`src/hdl/clcd_defs.svh`:
```
// Constants for the character display instruction unit
`ifndef CLCD_DEFS_SVH
`define CLCD_DEFS_SVH
`define CLCD_BLANK_CHAR 8'h20
`define CLCD_LINE1_LAST 7'h27
`define CLCD_LINE2_FIRST 7'h40
`define CLCD_LINE2_LAST 7'h67
`define CLCD_ONE_LINE_LAST 7'h4F
`define CLCD_SHIFT_LAST 7'h27
`define CLCD_ONE_LINE_SHIFT_LAST 7'h4F
`define CLCD_BUSY_CYCLES 16'h0020
`define CLCD_LONG_BUSY_CYCLES 16'h0080
`define CLCD_DDR_DEPTH 128
`define CLCD_CGR_DEPTH 64
`endif

```
`src/hdl/clcd_pkg.sv`:
```
// Types for the character display instruction unit
package clcd_pkg;
  // Host side bus sample
  typedef struct packed {
    logic register_select;
    logic read_not_write;
    logic [7:0] data;
  } clcd_bus_type;
  // Mode flags held by the decoder
  typedef struct packed {
    logic step_up;
    logic auto_shift;
    logic display_on;
    logic cursor_on;
    logic blink_on;
    logic bus_width_flag;
    logic two_lines;
    logic tall_font;
  } clcd_mode_type;
  // Sequencer states
  typedef enum logic [1:0] {
    CLCD_IDLE = 2'b00,
    CLCD_EXEC = 2'b01,
    CLCD_CLEAR = 2'b10
  } clcd_state_type;
endpackage : clcd_pkg

```
`src/hdl/clcd_ram.sv`:
```
// Single port RAM with registered read data
module clcd_ram #(
  parameter int DEPTH = 128,
  parameter int AW = 7
) (
  // Clock
  input wire logic mclk_i,
  // Access
  input wire logic we_i,
  input wire logic [AW-1:0] addr_i,
  input wire logic [7:0] wdata_i,
  // Read data
  output logic [7:0] rdata_o
);
  logic [7:0] mem [DEPTH];  // Storage, no reset to keep it a plain RAM

  // Write and registered read
  always_ff @(posedge mclk_i) begin
    if (we_i) begin
      mem[addr_i] <= wdata_i;
    end
    rdata_o <= mem[addr_i];
  end
endmodule : clcd_ram

```
`src/hdl/clcd_nibble.sv`:
```
// Assembles host transfers into bytes in 8-bit or 4-bit mode
module clcd_nibble (
  // Clock and reset
  input wire logic mclk_i,
  input wire logic arst_n_i,
  // Host strobe side
  input wire logic strobe_i,
  input wire logic narrow_i,
  input wire logic [7:0] db_i,
  input wire logic rs_i,
  input wire logic rw_i,
  input wire logic resync_i,
  // Byte side
  output logic byte_valid_o,
  output logic [7:0] byte_o,
  output logic second_half_o
);
  logic strobe_q;  // Strobe delay for falling edge detect
  logic half;  // High when upper nibble has been taken
  logic [3:0] high_nib;  // Held upper nibble
  logic fall;

  assign fall = strobe_q & ~strobe_i;
  assign second_half_o = half;

  // Edge detector; strobe is taken as synchronous
  always_ff @(posedge mclk_i or negedge arst_n_i) begin
    if (!arst_n_i) begin
      strobe_q <= 1'b0;
    end else begin
      strobe_q <= strobe_i;
    end
  end

  // Nibble pairing, upper first
  always_ff @(posedge mclk_i or negedge arst_n_i) begin
    if (!arst_n_i) begin
      half <= 1'b0;
      high_nib <= 4'h0;
      byte_valid_o <= 1'b0;
      byte_o <= 8'h00;
    end else begin
      byte_valid_o <= 1'b0;
      if (resync_i || !narrow_i) begin
        half <= 1'b0;
      end
      if (fall) begin
        if (!narrow_i) begin
          // Full byte on all eight lines
          byte_valid_o <= 1'b1;
          byte_o <= db_i;
        end else if (!half) begin
          high_nib <= db_i[7:4];
          half <= 1'b1;
          // Reads present the byte at the first half
          if (rw_i) begin
            byte_valid_o <= 1'b1;
          end
        end else begin
          half <= 1'b0;
          byte_valid_o <= ~rw_i;
          byte_o <= {high_nib, db_i[7:4]};
        end
      end
    end
  end
  // Select is read live from the pins by the caller
  logic unused_rs;
  assign unused_rs = rs_i;
endmodule : clcd_nibble

```
`src/hdl/clcd_top.sv`:
```
// Instruction decoder and RAM sequencer of the character display unit
`include "clcd_defs.svh"
module clcd_top #(
  parameter logic [15:0] BUSY_CYCLES = `CLCD_BUSY_CYCLES,
  parameter logic [15:0] LONG_BUSY_CYCLES = `CLCD_LONG_BUSY_CYCLES
) (
  // Clock and reset
  input wire logic mclk_i,
  input wire logic arst_n_i,
  // Host port
  input wire logic strobe_i,
  input wire logic register_select_i,
  input wire logic read_not_write_i,
  input wire logic [3:0] bus_low_nibble_i,
  input wire logic [3:0] bus_high_nibble_i,
  output logic [3:0] bus_low_nibble_o,
  output logic [3:0] bus_high_nibble_o,
  output logic bus_low_nibble_oe_o,
  output logic bus_high_nibble_oe_o,
  // Display state
  output logic busy_indicator_o,
  output logic [6:0] address_counter_o,
  output logic [6:0] display_shift_o,
  output clcd_pkg::clcd_mode_type mode_o
);
  ////////////////////////////////////////////////////////////////////////
  // Declarations
  clcd_pkg::clcd_bus_type bus;  // Sampled host bus
  clcd_pkg::clcd_state_type state;  // Sequencer state
  clcd_pkg::clcd_mode_type mode;  // Mode flags
  logic [6:0] ac;  // Address counter
  logic glyph_sel;  // Last address set chose glyph RAM
  logic [6:0] shift;  // Display shift offset
  logic [15:0] busy_cnt;  // Busy countdown
  logic byte_valid;
  logic [7:0] byte_d;
  logic second_half;
  logic [7:0] ddr_rdata;
  logic [7:0] cgr_rdata;
  logic ddr_we;
  logic cgr_we;
  logic [6:0] ddr_addr;
  logic [7:0] ram_wdata;
  logic [6:0] clr_addr;  // Sweep pointer while blanking
  logic rd_pend;  // Read data step pending
  logic strobe_q;
  logic [7:0] status;
  logic [7:0] rdata;
  logic [7:0] out_byte;
  logic wr_instr;
  logic wr_data;
  logic rd_data;

  assign bus = '{register_select: register_select_i,
                 read_not_write: read_not_write_i,
                 data: {bus_high_nibble_i, bus_low_nibble_i}};
  assign status = {state != clcd_pkg::CLCD_IDLE, ac};
  // Source of data reads follows last address set
  assign rdata = glyph_sel ? cgr_rdata : ddr_rdata;
  // Busy refuses instructions and data
  assign wr_instr = byte_valid & ~bus.register_select &
                    ~bus.read_not_write & (state == clcd_pkg::CLCD_IDLE);
  assign wr_data = byte_valid & bus.register_select &
                   ~bus.read_not_write & (state == clcd_pkg::CLCD_IDLE);
  assign rd_data = byte_valid & bus.register_select &
                   bus.read_not_write & (state == clcd_pkg::CLCD_IDLE);
  // RAM port steering
  assign ddr_we = (wr_data & ~glyph_sel) |
                  (state == clcd_pkg::CLCD_CLEAR);
  assign cgr_we = wr_data & glyph_sel;
  assign ddr_addr = (state == clcd_pkg::CLCD_CLEAR) ? clr_addr : ac;
  assign ram_wdata = (state == clcd_pkg::CLCD_CLEAR) ?
                     `CLCD_BLANK_CHAR : byte_d;

  ////////////////////////////////////////////////////////////////////////
  // Byte assembly and RAMs
  clcd_nibble u_nibble (
    .mclk_i(mclk_i),
    .arst_n_i(arst_n_i),
    .strobe_i(strobe_i),
    .narrow_i(~mode.bus_width_flag),
    .db_i(bus.data),
    .rs_i(bus.register_select),
    .rw_i(bus.read_not_write),
    .resync_i(1'b0),
    .byte_valid_o(byte_valid),
    .byte_o(byte_d),
    .second_half_o(second_half)
  );

  clcd_ram #(.DEPTH(`CLCD_DDR_DEPTH), .AW(7)) u_display_ram (
    .mclk_i(mclk_i),
    .we_i(ddr_we),
    .addr_i(ddr_addr),
    .wdata_i(ram_wdata),
    .rdata_o(ddr_rdata)
  );

  clcd_ram #(.DEPTH(`CLCD_CGR_DEPTH), .AW(6)) u_glyph_ram (
    .mclk_i(mclk_i),
    .we_i(cgr_we),
    .addr_i(ac[5:0]),
    .wdata_i(byte_d),
    .rdata_o(cgr_rdata)
  );

  ////////////////////////////////////////////////////////////////////////
  // Address step helpers

  // One step of the counter, wrapping per line mode
  function automatic logic [6:0] step_ac(input logic [6:0] a,
                                         input logic up,
                                         input logic glyph,
                                         input logic two);
    logic [6:0] r;
    r = a;
    if (glyph) begin
      r = {1'b0, up ? a[5:0] + 6'h01 : a[5:0] - 6'h01};
    end else if (!two) begin
      if (up) begin
        r = (a >= `CLCD_ONE_LINE_LAST) ? 7'h00 : a + 7'h01;
      end else begin
        r = (a == 7'h00) ? `CLCD_ONE_LINE_LAST : a - 7'h01;
      end
    end else if (up) begin
      if (a == `CLCD_LINE1_LAST) begin
        r = `CLCD_LINE2_FIRST;
      end else if (a >= `CLCD_LINE2_LAST) begin
        r = 7'h00;
      end else begin
        r = a + 7'h01;
      end
    end else begin
      if (a == `CLCD_LINE2_FIRST) begin
        r = `CLCD_LINE1_LAST;
      end else if (a == 7'h00) begin
        r = `CLCD_LINE2_LAST;
      end else begin
        r = a - 7'h01;
      end
    end
    return r;
  endfunction : step_ac

  // Display offset move; left means content moves toward low columns
  function automatic logic [6:0] step_shift(input logic [6:0] s,
                                            input logic left,
                                            input logic two);
    logic [6:0] last;
    logic [6:0] r;
    last = two ? `CLCD_SHIFT_LAST : `CLCD_ONE_LINE_SHIFT_LAST;
    if (left) begin
      r = (s >= last) ? 7'h00 : s + 7'h01;
    end else begin
      r = (s == 7'h00) ? last : s - 7'h01;
    end
    return r;
  endfunction : step_shift

  ////////////////////////////////////////////////////////////////////////
  // Sequencer and busy timer
  always_ff @(posedge mclk_i or negedge arst_n_i) begin
    if (!arst_n_i) begin
      state <= clcd_pkg::CLCD_IDLE;
      busy_cnt <= 16'h0000;
      clr_addr <= 7'h00;
    end else begin
      unique case (state)
        clcd_pkg::CLCD_IDLE: begin
          if (wr_instr && byte_d == 8'h01) begin
            // Blanking sweep before the long wait
            state <= clcd_pkg::CLCD_CLEAR;
            clr_addr <= 7'h00;
            busy_cnt <= LONG_BUSY_CYCLES;
          end else if (wr_instr || wr_data || rd_data) begin
            state <= clcd_pkg::CLCD_EXEC;
            busy_cnt <= (wr_instr && byte_d[7:2] == 6'h00) ?
                        LONG_BUSY_CYCLES : BUSY_CYCLES;
          end
        end
        clcd_pkg::CLCD_CLEAR: begin
          // Walk the whole display RAM
          clr_addr <= clr_addr + 7'h01;
          if (clr_addr == 7'h7F) begin
            state <= clcd_pkg::CLCD_EXEC;
          end
        end
        clcd_pkg::CLCD_EXEC: begin
          if (busy_cnt <= 16'h0001) begin
            state <= clcd_pkg::CLCD_IDLE;
            busy_cnt <= 16'h0000;
          end else begin
            busy_cnt <= busy_cnt - 16'h0001;
          end
        end
        default: begin
          state <= clcd_pkg::CLCD_IDLE;
        end
      endcase
    end
  end

  ////////////////////////////////////////////////////////////////////////
  // Instruction decode: mode flags
  always_ff @(posedge mclk_i or negedge arst_n_i) begin
    if (!arst_n_i) begin
      mode <= '{step_up: 1'b1, bus_width_flag: 1'b1, default: 1'b0};
    end else if (wr_instr) begin
      if (byte_d[7:2] == 6'b000001) begin
        mode.step_up <= byte_d[1];
        mode.auto_shift <= byte_d[0];
      end else if (byte_d[7:3] == 5'b00001) begin
        mode.display_on <= byte_d[2];
        mode.cursor_on <= byte_d[1];
        mode.blink_on <= byte_d[0];
      end else if (byte_d[7:5] == 3'b001) begin
        mode.bus_width_flag <= byte_d[4];
        mode.two_lines <= byte_d[3];
        mode.tall_font <= byte_d[2];
      end
    end
  end

  ////////////////////////////////////////////////////////////////////////
  // Address counter, RAM select and display shift
  always_ff @(posedge mclk_i or negedge arst_n_i) begin
    if (!arst_n_i) begin
      ac <= 7'h00;
      glyph_sel <= 1'b0;
      shift <= 7'h00;
      rd_pend <= 1'b0;
    end else begin
      rd_pend <= rd_data;
      if (wr_instr) begin
        if (byte_d == 8'h01) begin
          ac <= 7'h00;
          glyph_sel <= 1'b0;
          shift <= 7'h00;
        end else if (byte_d[7:1] == 7'b0000001) begin
          ac <= 7'h00;
          glyph_sel <= 1'b0;
          shift <= 7'h00;
        end else if (byte_d[7:4] == 4'b0001) begin
          if (!byte_d[3]) begin
            ac <= step_ac(ac, byte_d[2], glyph_sel,
                          mode.two_lines);
          end else begin
            shift <= step_shift(shift, ~byte_d[2],
                                mode.two_lines);
          end
        end else if (byte_d[7:6] == 2'b01) begin
          ac <= {1'b0, byte_d[5:0]};
          glyph_sel <= 1'b1;
        end else if (byte_d[7]) begin
          ac <= byte_d[6:0];
          glyph_sel <= 1'b0;
        end
      end else if (wr_data || rd_pend) begin
        // Step after the access
        ac <= step_ac(ac, mode.step_up, glyph_sel, mode.two_lines);
        if (mode.auto_shift && !glyph_sel) begin
          shift <= step_shift(shift, mode.step_up,
                              mode.two_lines);
        end
      end
    end
  end

  ////////////////////////////////////////////////////////////////////////
  // Read data capture and drive
  always_ff @(posedge mclk_i or negedge arst_n_i) begin
    if (!arst_n_i) begin
      strobe_q <= 1'b0;
      out_byte <= 8'h00;
    end else begin
      strobe_q <= strobe_i;
      if (strobe_i && !strobe_q && bus.read_not_write) begin
        out_byte <= bus.register_select ? rdata : status;
      end
    end
  end

  // Pin drivers; 4-bit mode puts the low nibble up second
  always_ff @(posedge mclk_i or negedge arst_n_i) begin
    if (!arst_n_i) begin
      bus_low_nibble_o <= 4'h0;
      bus_high_nibble_o <= 4'h0;
      bus_low_nibble_oe_o <= 1'b0;
      bus_high_nibble_oe_o <= 1'b0;
    end else begin
      bus_high_nibble_oe_o <= strobe_i & bus.read_not_write;
      bus_low_nibble_oe_o <= strobe_i & bus.read_not_write &
                             mode.bus_width_flag;
      bus_low_nibble_o <= out_byte[3:0];
      if (!mode.bus_width_flag && second_half) begin
        bus_high_nibble_o <= out_byte[3:0];
      end else begin
        bus_high_nibble_o <= out_byte[7:4];
      end
    end
  end

  // Status outputs
  always_ff @(posedge mclk_i or negedge arst_n_i) begin
    if (!arst_n_i) begin
      busy_indicator_o <= 1'b0;
      address_counter_o <= 7'h00;
      display_shift_o <= 7'h00;
      mode_o <= '{step_up: 1'b1, bus_width_flag: 1'b1, default: 1'b0};
    end else begin
      busy_indicator_o <= status[7];
      address_counter_o <= ac;
      display_shift_o <= shift;
      mode_o <= mode;
    end
  end
endmodule : clcd_top

```
`config.mk`:
```
export PLATFORM = sky130hd
export DESIGN_NAME = clcd_top
export DESIGN_NICKNAME = d
export VERILOG_FILES = /design/src/hdl/clcd_pkg.sv /design/src/hdl/clcd_ram.sv /design/src/hdl/clcd_nibble.sv /design/src/hdl/clcd_top.sv
export VERILOG_INCLUDE_DIRS = /design/src /design/src/hdl
export SDC_FILE = /design/constraint.sdc
export NUM_CORES = 2
export LEC_CHECK = 0
export BUFFER_PORTS_ARGS = -buffer_cell sky130_fd_sc_hd__buf_2
export CAP_MARGIN = 0
export CORE_ASPECT_RATIO = 0.5
export CORE_UTILIZATION = 50
export CTS_CLUSTER_DIAMETER = 30
export DETAILED_ROUTE_END_ITERATION = 12
export PLACE_DENSITY_LB_ADDON = 0.2
export SLEW_MARGIN = 40
export SYNTH_ARGS = -nofsm -noshare
export SYNTH_HDL_FRONTEND = slang
export SYNTH_SLANG_ARGS = --single-unit
```
`constraint.sdc`:
```
create_clock -name mclk_i -period 5.21 [get_ports mclk_i]
set_clock_uncertainty 0.2 [all_clocks]
set_input_delay 0.2605 -clock mclk_i [delete_from_list [all_inputs] [get_ports mclk_i]]
set_output_delay 0.2605 -clock mclk_i [all_outputs]
set_load 0.1 [all_outputs]
```
* Yosys cells after proc, flatten, opt, wreduce, memory -nomap -nowiden
Memory sizes are Yosys's and may differ from the RTL's. A register that Yosys moved wholly into a read port is not among the register bits. Index checks and enable logic that the tools add are counted.
Cells by class: shifts and indexed selects 0, multiplexer cells 72, reductions and logical operators 34, order comparisons 4, divide/modulo/power cells 0, multiply operators 0, bitwise logic cells 22, equal/unequal tests 21, add/sub/neg operators 8
Operator list (count):
- two-way mux 7 bit | 36
- two-way mux 16 bit | 3
- two-way mux 8 bit | 6
- one-hot mux 16 bit (2 select lines) | 1
- adder 7 x 1 -> 7 bit (second input constant) | 3
- two-way mux 1 bit | 17
- <= comparator 16 x 1 -> 1 bit (second input constant) | 1
- subtractor 16 x 1 -> 16 bit (second input constant) | 1
- AND reduction 3 bit | 5
- equality test 7 bit (second input constant) | 2
- greater-or-equal comparator 7 bit (second input constant) | 2
- zero test 7 bit | 2
- one-hot mux 7 bit (2 select lines) | 1
- subtractor 7 x 1 -> 7 bit (second input constant) | 2
- bitwise AND 1 bit | 13
- two-way mux 6 bit | 2
- nonzero test 2 bit | 6
- equality test 8 x 1 -> 1 bit (second input constant) | 1
- two-way mux 2 bit | 4
- != test 4 x 1 -> 1 bit (second input constant) | 2
- NOT 1 bit | 8
- AND reduction 2 bit | 4
- AND reduction 4 bit | 2
- equality test 7 x 1 -> 1 bit (second input constant) | 1
- 25 further kinds | 36
Storage, ports and cells: ROM bits 0, memories kept 2, RAM bits 1536, bits of input ports 13, flip-flop bits (word level) 105, latch bits 0, logic and storage cells 199, output and inout bits 33
Memory list:
- u_display_ram.mem | depth 128, width 8, read ports 1, clocked after Yosys merged registers in 1, write ports 1, line clcd_ram.sv:15 | logic [7:0] mem [DEPTH];
- u_glyph_ram.mem | depth 64, width 8, read ports 1, clocked after Yosys merged registers in 1, write ports 1, line clcd_ram.sv:15

* Depth between registers and ports, before layout
depth after elaboration 11, mapped depth 12

* Modules after synthesis
From an unflattened synthesis, not the netlist that was laid out.
Unflattened totals: cell total of the unflattened synthesis 4317, area total of the unflattened synthesis 67025.5 µm²
By module, submodules not included:
- clcd_ram (u_display_ram) | instances 1, area each 40433.8 µm², sequential area each 30909.6 µm², cells each 2475
- clcd_ram (u_glyph_ram) | instances 1, area each 20449.6 µm², sequential area each 15534.9 µm², cells each 1171
- clcd_top | instances 1, area each 5451.5 µm², sequential area each 2282.2 µm², cells each 626
- clcd_nibble | instances 1, area each 690.7 µm², sequential area each 375.4 µm², cells each 45

* Worst setup path before layout
Ideal clock, no wire load.
kind reg-to-reg, start register u_nibble.byte_o[2], end memory u_display_ram.mem[0][2], data pin, clock period less this slack 4.123 ns, buffers on the path 2, path slack 1.087 ns, arrival time 3.389 ns, stages on the path, launching flop included 4, setup time 0.535 ns, path through dfrtp_1 > clkbuf_1 > buf_1 > and2_1
Between the ends: longest elaborated chain between the ends 1
Ends and longest elaborated chain:
- from (decl) | line clcd_nibble.sv:15 | output logic [7:0] byte_o,
- from (signal assigned) | line clcd_nibble.sv:51 | byte_o <= db_i;
- from (signal assigned) | line clcd_nibble.sv:62 | byte_o <= {high_nib, db_i[7:4]};
- two-way mux 8 bit | line clcd_top.sv:72 | assign ram_wdata = (state == clcd_pkg::CLCD_CLEAR) ?
- named net ram_wdata[2] | line clcd_top.sv:43 | logic [7:0] ram_wdata;
- to (decl) | line clcd_ram.sv:15
The timed path passes the listed nets, and every way through them passes these cells.

* Final worst setup path
start register state[0], end register u_display_ram.rdata_o[2] (read register of u_display_ram.mem)
Between the ends: longest elaborated chain between the ends 2
Ends and longest elaborated chain:
- from (decl) | line clcd_top.sv:29 | clcd_pkg::clcd_state_type state;
- from (signal assigned) | line clcd_top.sv:164 | state <= clcd_pkg::CLCD_IDLE;
- from (signal assigned) | line clcd_top.sv:172 | state <= clcd_pkg::CLCD_CLEAR;
- from (signal assigned) | line clcd_top.sv:176 | state <= clcd_pkg::CLCD_EXEC;
- equality test 2 bit | line clcd_top.sv:71 | assign ddr_addr = (state == clcd_pkg::CLCD_CLEAR) ? clr_addr : ac;
- two-way mux 7 bit | line clcd_top.sv:71
- to (decl) | line clcd_ram.sv:13 | output logic [7:0] rdata_o
Every way passes these cells. A chain may end at the register's enable or synchronous reset.

==> metrics.md <==
| Metric | Value |
|---|---|
| Outcome | `finished clean` |
| M1 GR Usage | `42.26%` |
| Pleak | `0.02456 µW` |
| PostCTS Resize Cnt | `0` |
| Met3 Track Usage GR | `7.535%` |
| Hold Crit Endpoint | `u_nibble.high_nib[2]` |
| Avg WL per Cell | `30.99 µm` |
| Primary FF master, synth | `edfxtp_1` |
| Reg2reg start | `state[0]` |
| Share of layout cells above drive strength 1 | `16.58%` |
| Max Cap Viol | `0` |
| Post-Syn Nets | `4196` |
| Critical Path RT | `5.63 ns` |
| Slew @ Worst Pin | `0.9214 ns` |
| DRT iter0 DRCs | `6877` |
| Max-slew headroom | `38.34%` |
| Most Used Layer, Global Route | `met2` |
| Worst reg2reg setup slack | `0.74 ns` |
| Synthesized flop and latch total | `1657` |
| Final setup fails | `0` |
| Max-slew violation total from the final report | `0` |
| Cells on worst reg2reg path | `9` |
| Cell area after layout | `74200 µm²` |
| Final Hold Viols | `0` |
| Avg Inst Size Synth | `15.40 µm²` |
| Port bufs | `45` |
| Die ar. | `130000 µm²` |
| First-pass GRT wire length | `277300 µm` |
| Die Wd | `509.0 µm` |
| Max FO, Critical Path | `44` |
| CTS Buffer Depth | `3` |
| Later-pin clock latency in the skew report | `0.81 ns` |
| Crit path depth | `9` |
| Fin Setup TNS | `0 ns` |
| Fin crit share | `85.79%` |
| Area growth from synthesis to layout | `15.48%` |
| Synth top area cells | `edfxtp_1 (72%), dfrtp_1 (3.9%), a22oi_1 (2.9%)` |
| Mapped cell area | `64250 µm²` |
| Arr. time, crit path | `4.89 ns` |
| TritonCTS Buffers | `181` |
| Root buf cell | `clkbuf_16` |
| Asr flop ratio synth | `6.337%` |
| Area post-placement | `67870 µm²` |
| Vias/cell | `6.521` |
| Drt pass-1 iters | `8` |
| Worst setup EP type | `flop` |
| Hold WS | `0.08819 ns` |
| Met2 usage | `44.63%` |
| Post-synth EDFFs | `1536` |
| Critical path's slowest cell | `nor4_1` |
| Hold Path Depth | `3` |
| Reg2reg end | `u_display_ram.rdata_o[2]` |
| WP buf/inv | `2` |
| CP top delay family | `simple AND/OR/NAND/NOR gates` |
| Post-CTS setup buffer count | `0` |
| CP cell instances | `nand2b_2 > buf_12 > a22o_4 > buf_4 > a22o_1 > a221oi_1 > a31oi_1 > nor4_1 > nand4_1` |
| Vias | `40690` |
| Crit Path Class | `reg -> reg` |
| Largest area contributor in the netlist | `edfxtp_1` |
| Achievable Freq | `0.2237 GHz` |
| Initial Utilization | `50.70%` |
| Synth top area share | `71.78%` |
| HPWL after detailed placement | `115500 µm` |
| Overflow after GRT | `0` |
| Critical Path Max Stage Delay | `0.70 ns` |
| CTS sink cnt | `1657` |
| Synthesis warning total | `0` |
| Vias in the first global route | `38870` |
| Share of the core filled with cells | `58.55%` |
| Min-delay worst type | `in -> reg` |
| RSZ-0062 raised after global routing | `no` |
| Sequential fraction of the synthesis area | `76.38%` |
| TritonCTS clock tree | `built` |
| Inst Count DP | `5882` |
| Largest net degree at the start of global routing | `129` |
| Num rows | `92` |
| Final Non-Filler Cells | `6240` |
| Clk slew on worst S/H paths | `0.06 ns` |
| Layout Nets | `4413` |
| Io pins | `46` |
| Final wirelength | `193400 µm` |
| DRC | `0` |
| GPL Wtd Cong | `0.9359` |
| Post-detailed-route count of antenna-violating nets | `0` |
| Initial antenna violation count | `10` |
| H-Tree Level Count | `4` |
| Netlist cell types | `82` |
| CP Launch Type | `flop` |
| Max rail drop VDD | `545.3 µV` |
| Worst Hold Launch | `bus_high_nibble_i[2]` |
| Cells after Synth | `4173` |
| GRT Total Usage | `29.58%` |
| Power Density | `429.9 nW/µm²` |
| Tmin final | `4.470 ns` |
| Die height | `255.5 µm` |
| Core area | `126700 µm²` |
| Filler cells | `9494` |
## through the flow
stage	setup slack (ns)	total power, µW
6_report	0.7402	31900
5_1_grt	0.7355	32650
4_1_cts	0.8412	31950
3_5_place_dp	0.9135	19260
3_3_place_gp	0.7860	19150
2_1_floorplan	1.087	17960
## power by group
part	switching, µW	internal, µW	total [µW]	leakage [µW]
combinational	2210	304	2510	0.00656
sequential	169	16300	16500	0.0151
clock	5650	7220	12900	0.00289
## sequential cells by signal (all words and copies together), names as in the netlist, 4 cells and up
register,count
busy_cnt,16
u_display_ram.mem,1024
u_glyph_ram.mem,512
ac,7
bus_low_nibble_o,4
mode,8
u_nibble.byte_o,8
bus_high_nibble_o,4
display_shift_o,7
u_glyph_ram.rdata_o,8
address_counter_o,7
mode_o,8
shift,7
u_display_ram.rdata_o,8
u_nibble.high_nib,4
out_byte,8
clr_addr,7
## worst min-delay path: cells and delay by family
family	cells	cell delay, ns
buffers and inverters	2	0.64
muxes	1	0.14
## final cells by class
cell class | instances | area, µm² | area share (%)
Clock inverter | 140 | 1304 | 1.757
Inverter | 16 | 60.06 | 0.08094
Sequential cell | 1657 | 49100 | 66.17
Clock buffer | 200 | 4707 | 6.344
Multi-Input combinational cell | 2231 | 14390 | 19.39
Tap cell | 1692 | 2117 | 2.853
Antenna cell | 1 | 2.502 | 0.003373
Timing Repair Buffer | 303 | 2526 | 3.405
## worst max path at each step
stage	start	endpoint	slack [ns]
finish	state[0]	u_display_ram.rdata_o[2]	0.74
global route	state[0]	u_display_ram.rdata_o[2]	0.74
global placement	state[0]	u_display_ram.rdata_o[2]	0.79
CTS	state[0]	u_display_ram.rdata_o[2]	0.84
floorplan	u_nibble.byte_o[2]	u_display_ram.mem[0][2]	1.09
detailed placement	state[0]	u_display_ram.rdata_o[2]	0.91
## synthesized netlist by cell type (28+ instances only)
master,n
nand2_1,365
nand4_1,28
dfrtp_1,101
a22o_1,54
clkbuf_1,144
edfxtp_1,1536
nor3_1,31
a21oi_1,242
nand3_1,52
mux2i_1,155
a31oi_1,80
nor2_1,317
mux2_2,30
a222oi_1,43
o21ai_0,126
o22ai_1,45
a22oi_1,246
a221oi_1,114
buf_2,83
## logic make-up after synthesis
kind of cell	synth area share [%]
AO/OA/AOI/OAI	11.80
AND/OR/NAND/NOR	6.177
XOR/XNOR	0.3271
adder cells (fa/ha/maj)	0.1947
buffers and inverters	1.932
flip-flops	76.38
multiplexers	3.192
## metal layers
metal,share of wire (%),up-vias
li1,-,17060
met1,39,20460
met2,45,2770
met3,12,393
met4,2.8,8
met5,0.021,-
## cell usage in the layout (no fill, tap or decap), types with 41 or more instances in the layout
master and count:
nand3_1 52, nand2_1 364, a21oi_1 241, a221oi_1 114, mux2i_1 151, a22oi_1 246
a222oi_1 43, clkbuf_16 186, a31oi_1 79, buf_2 44, o22ai_1 45, dfrtp_1 88
buf_4 218, nor2_1 265, inv_6 41, nor2_2 50, a22o_1 53, edfxtp_1 1536
o21ai_0 126
## repair_timing
action | CTS | global route
endpoints found under the setup margin | 0 | 0
endpoints found under the hold margin | 127 | 0
hold buffers | 15 | 0
Note: power is estimated with default switching activity, not from simulation.
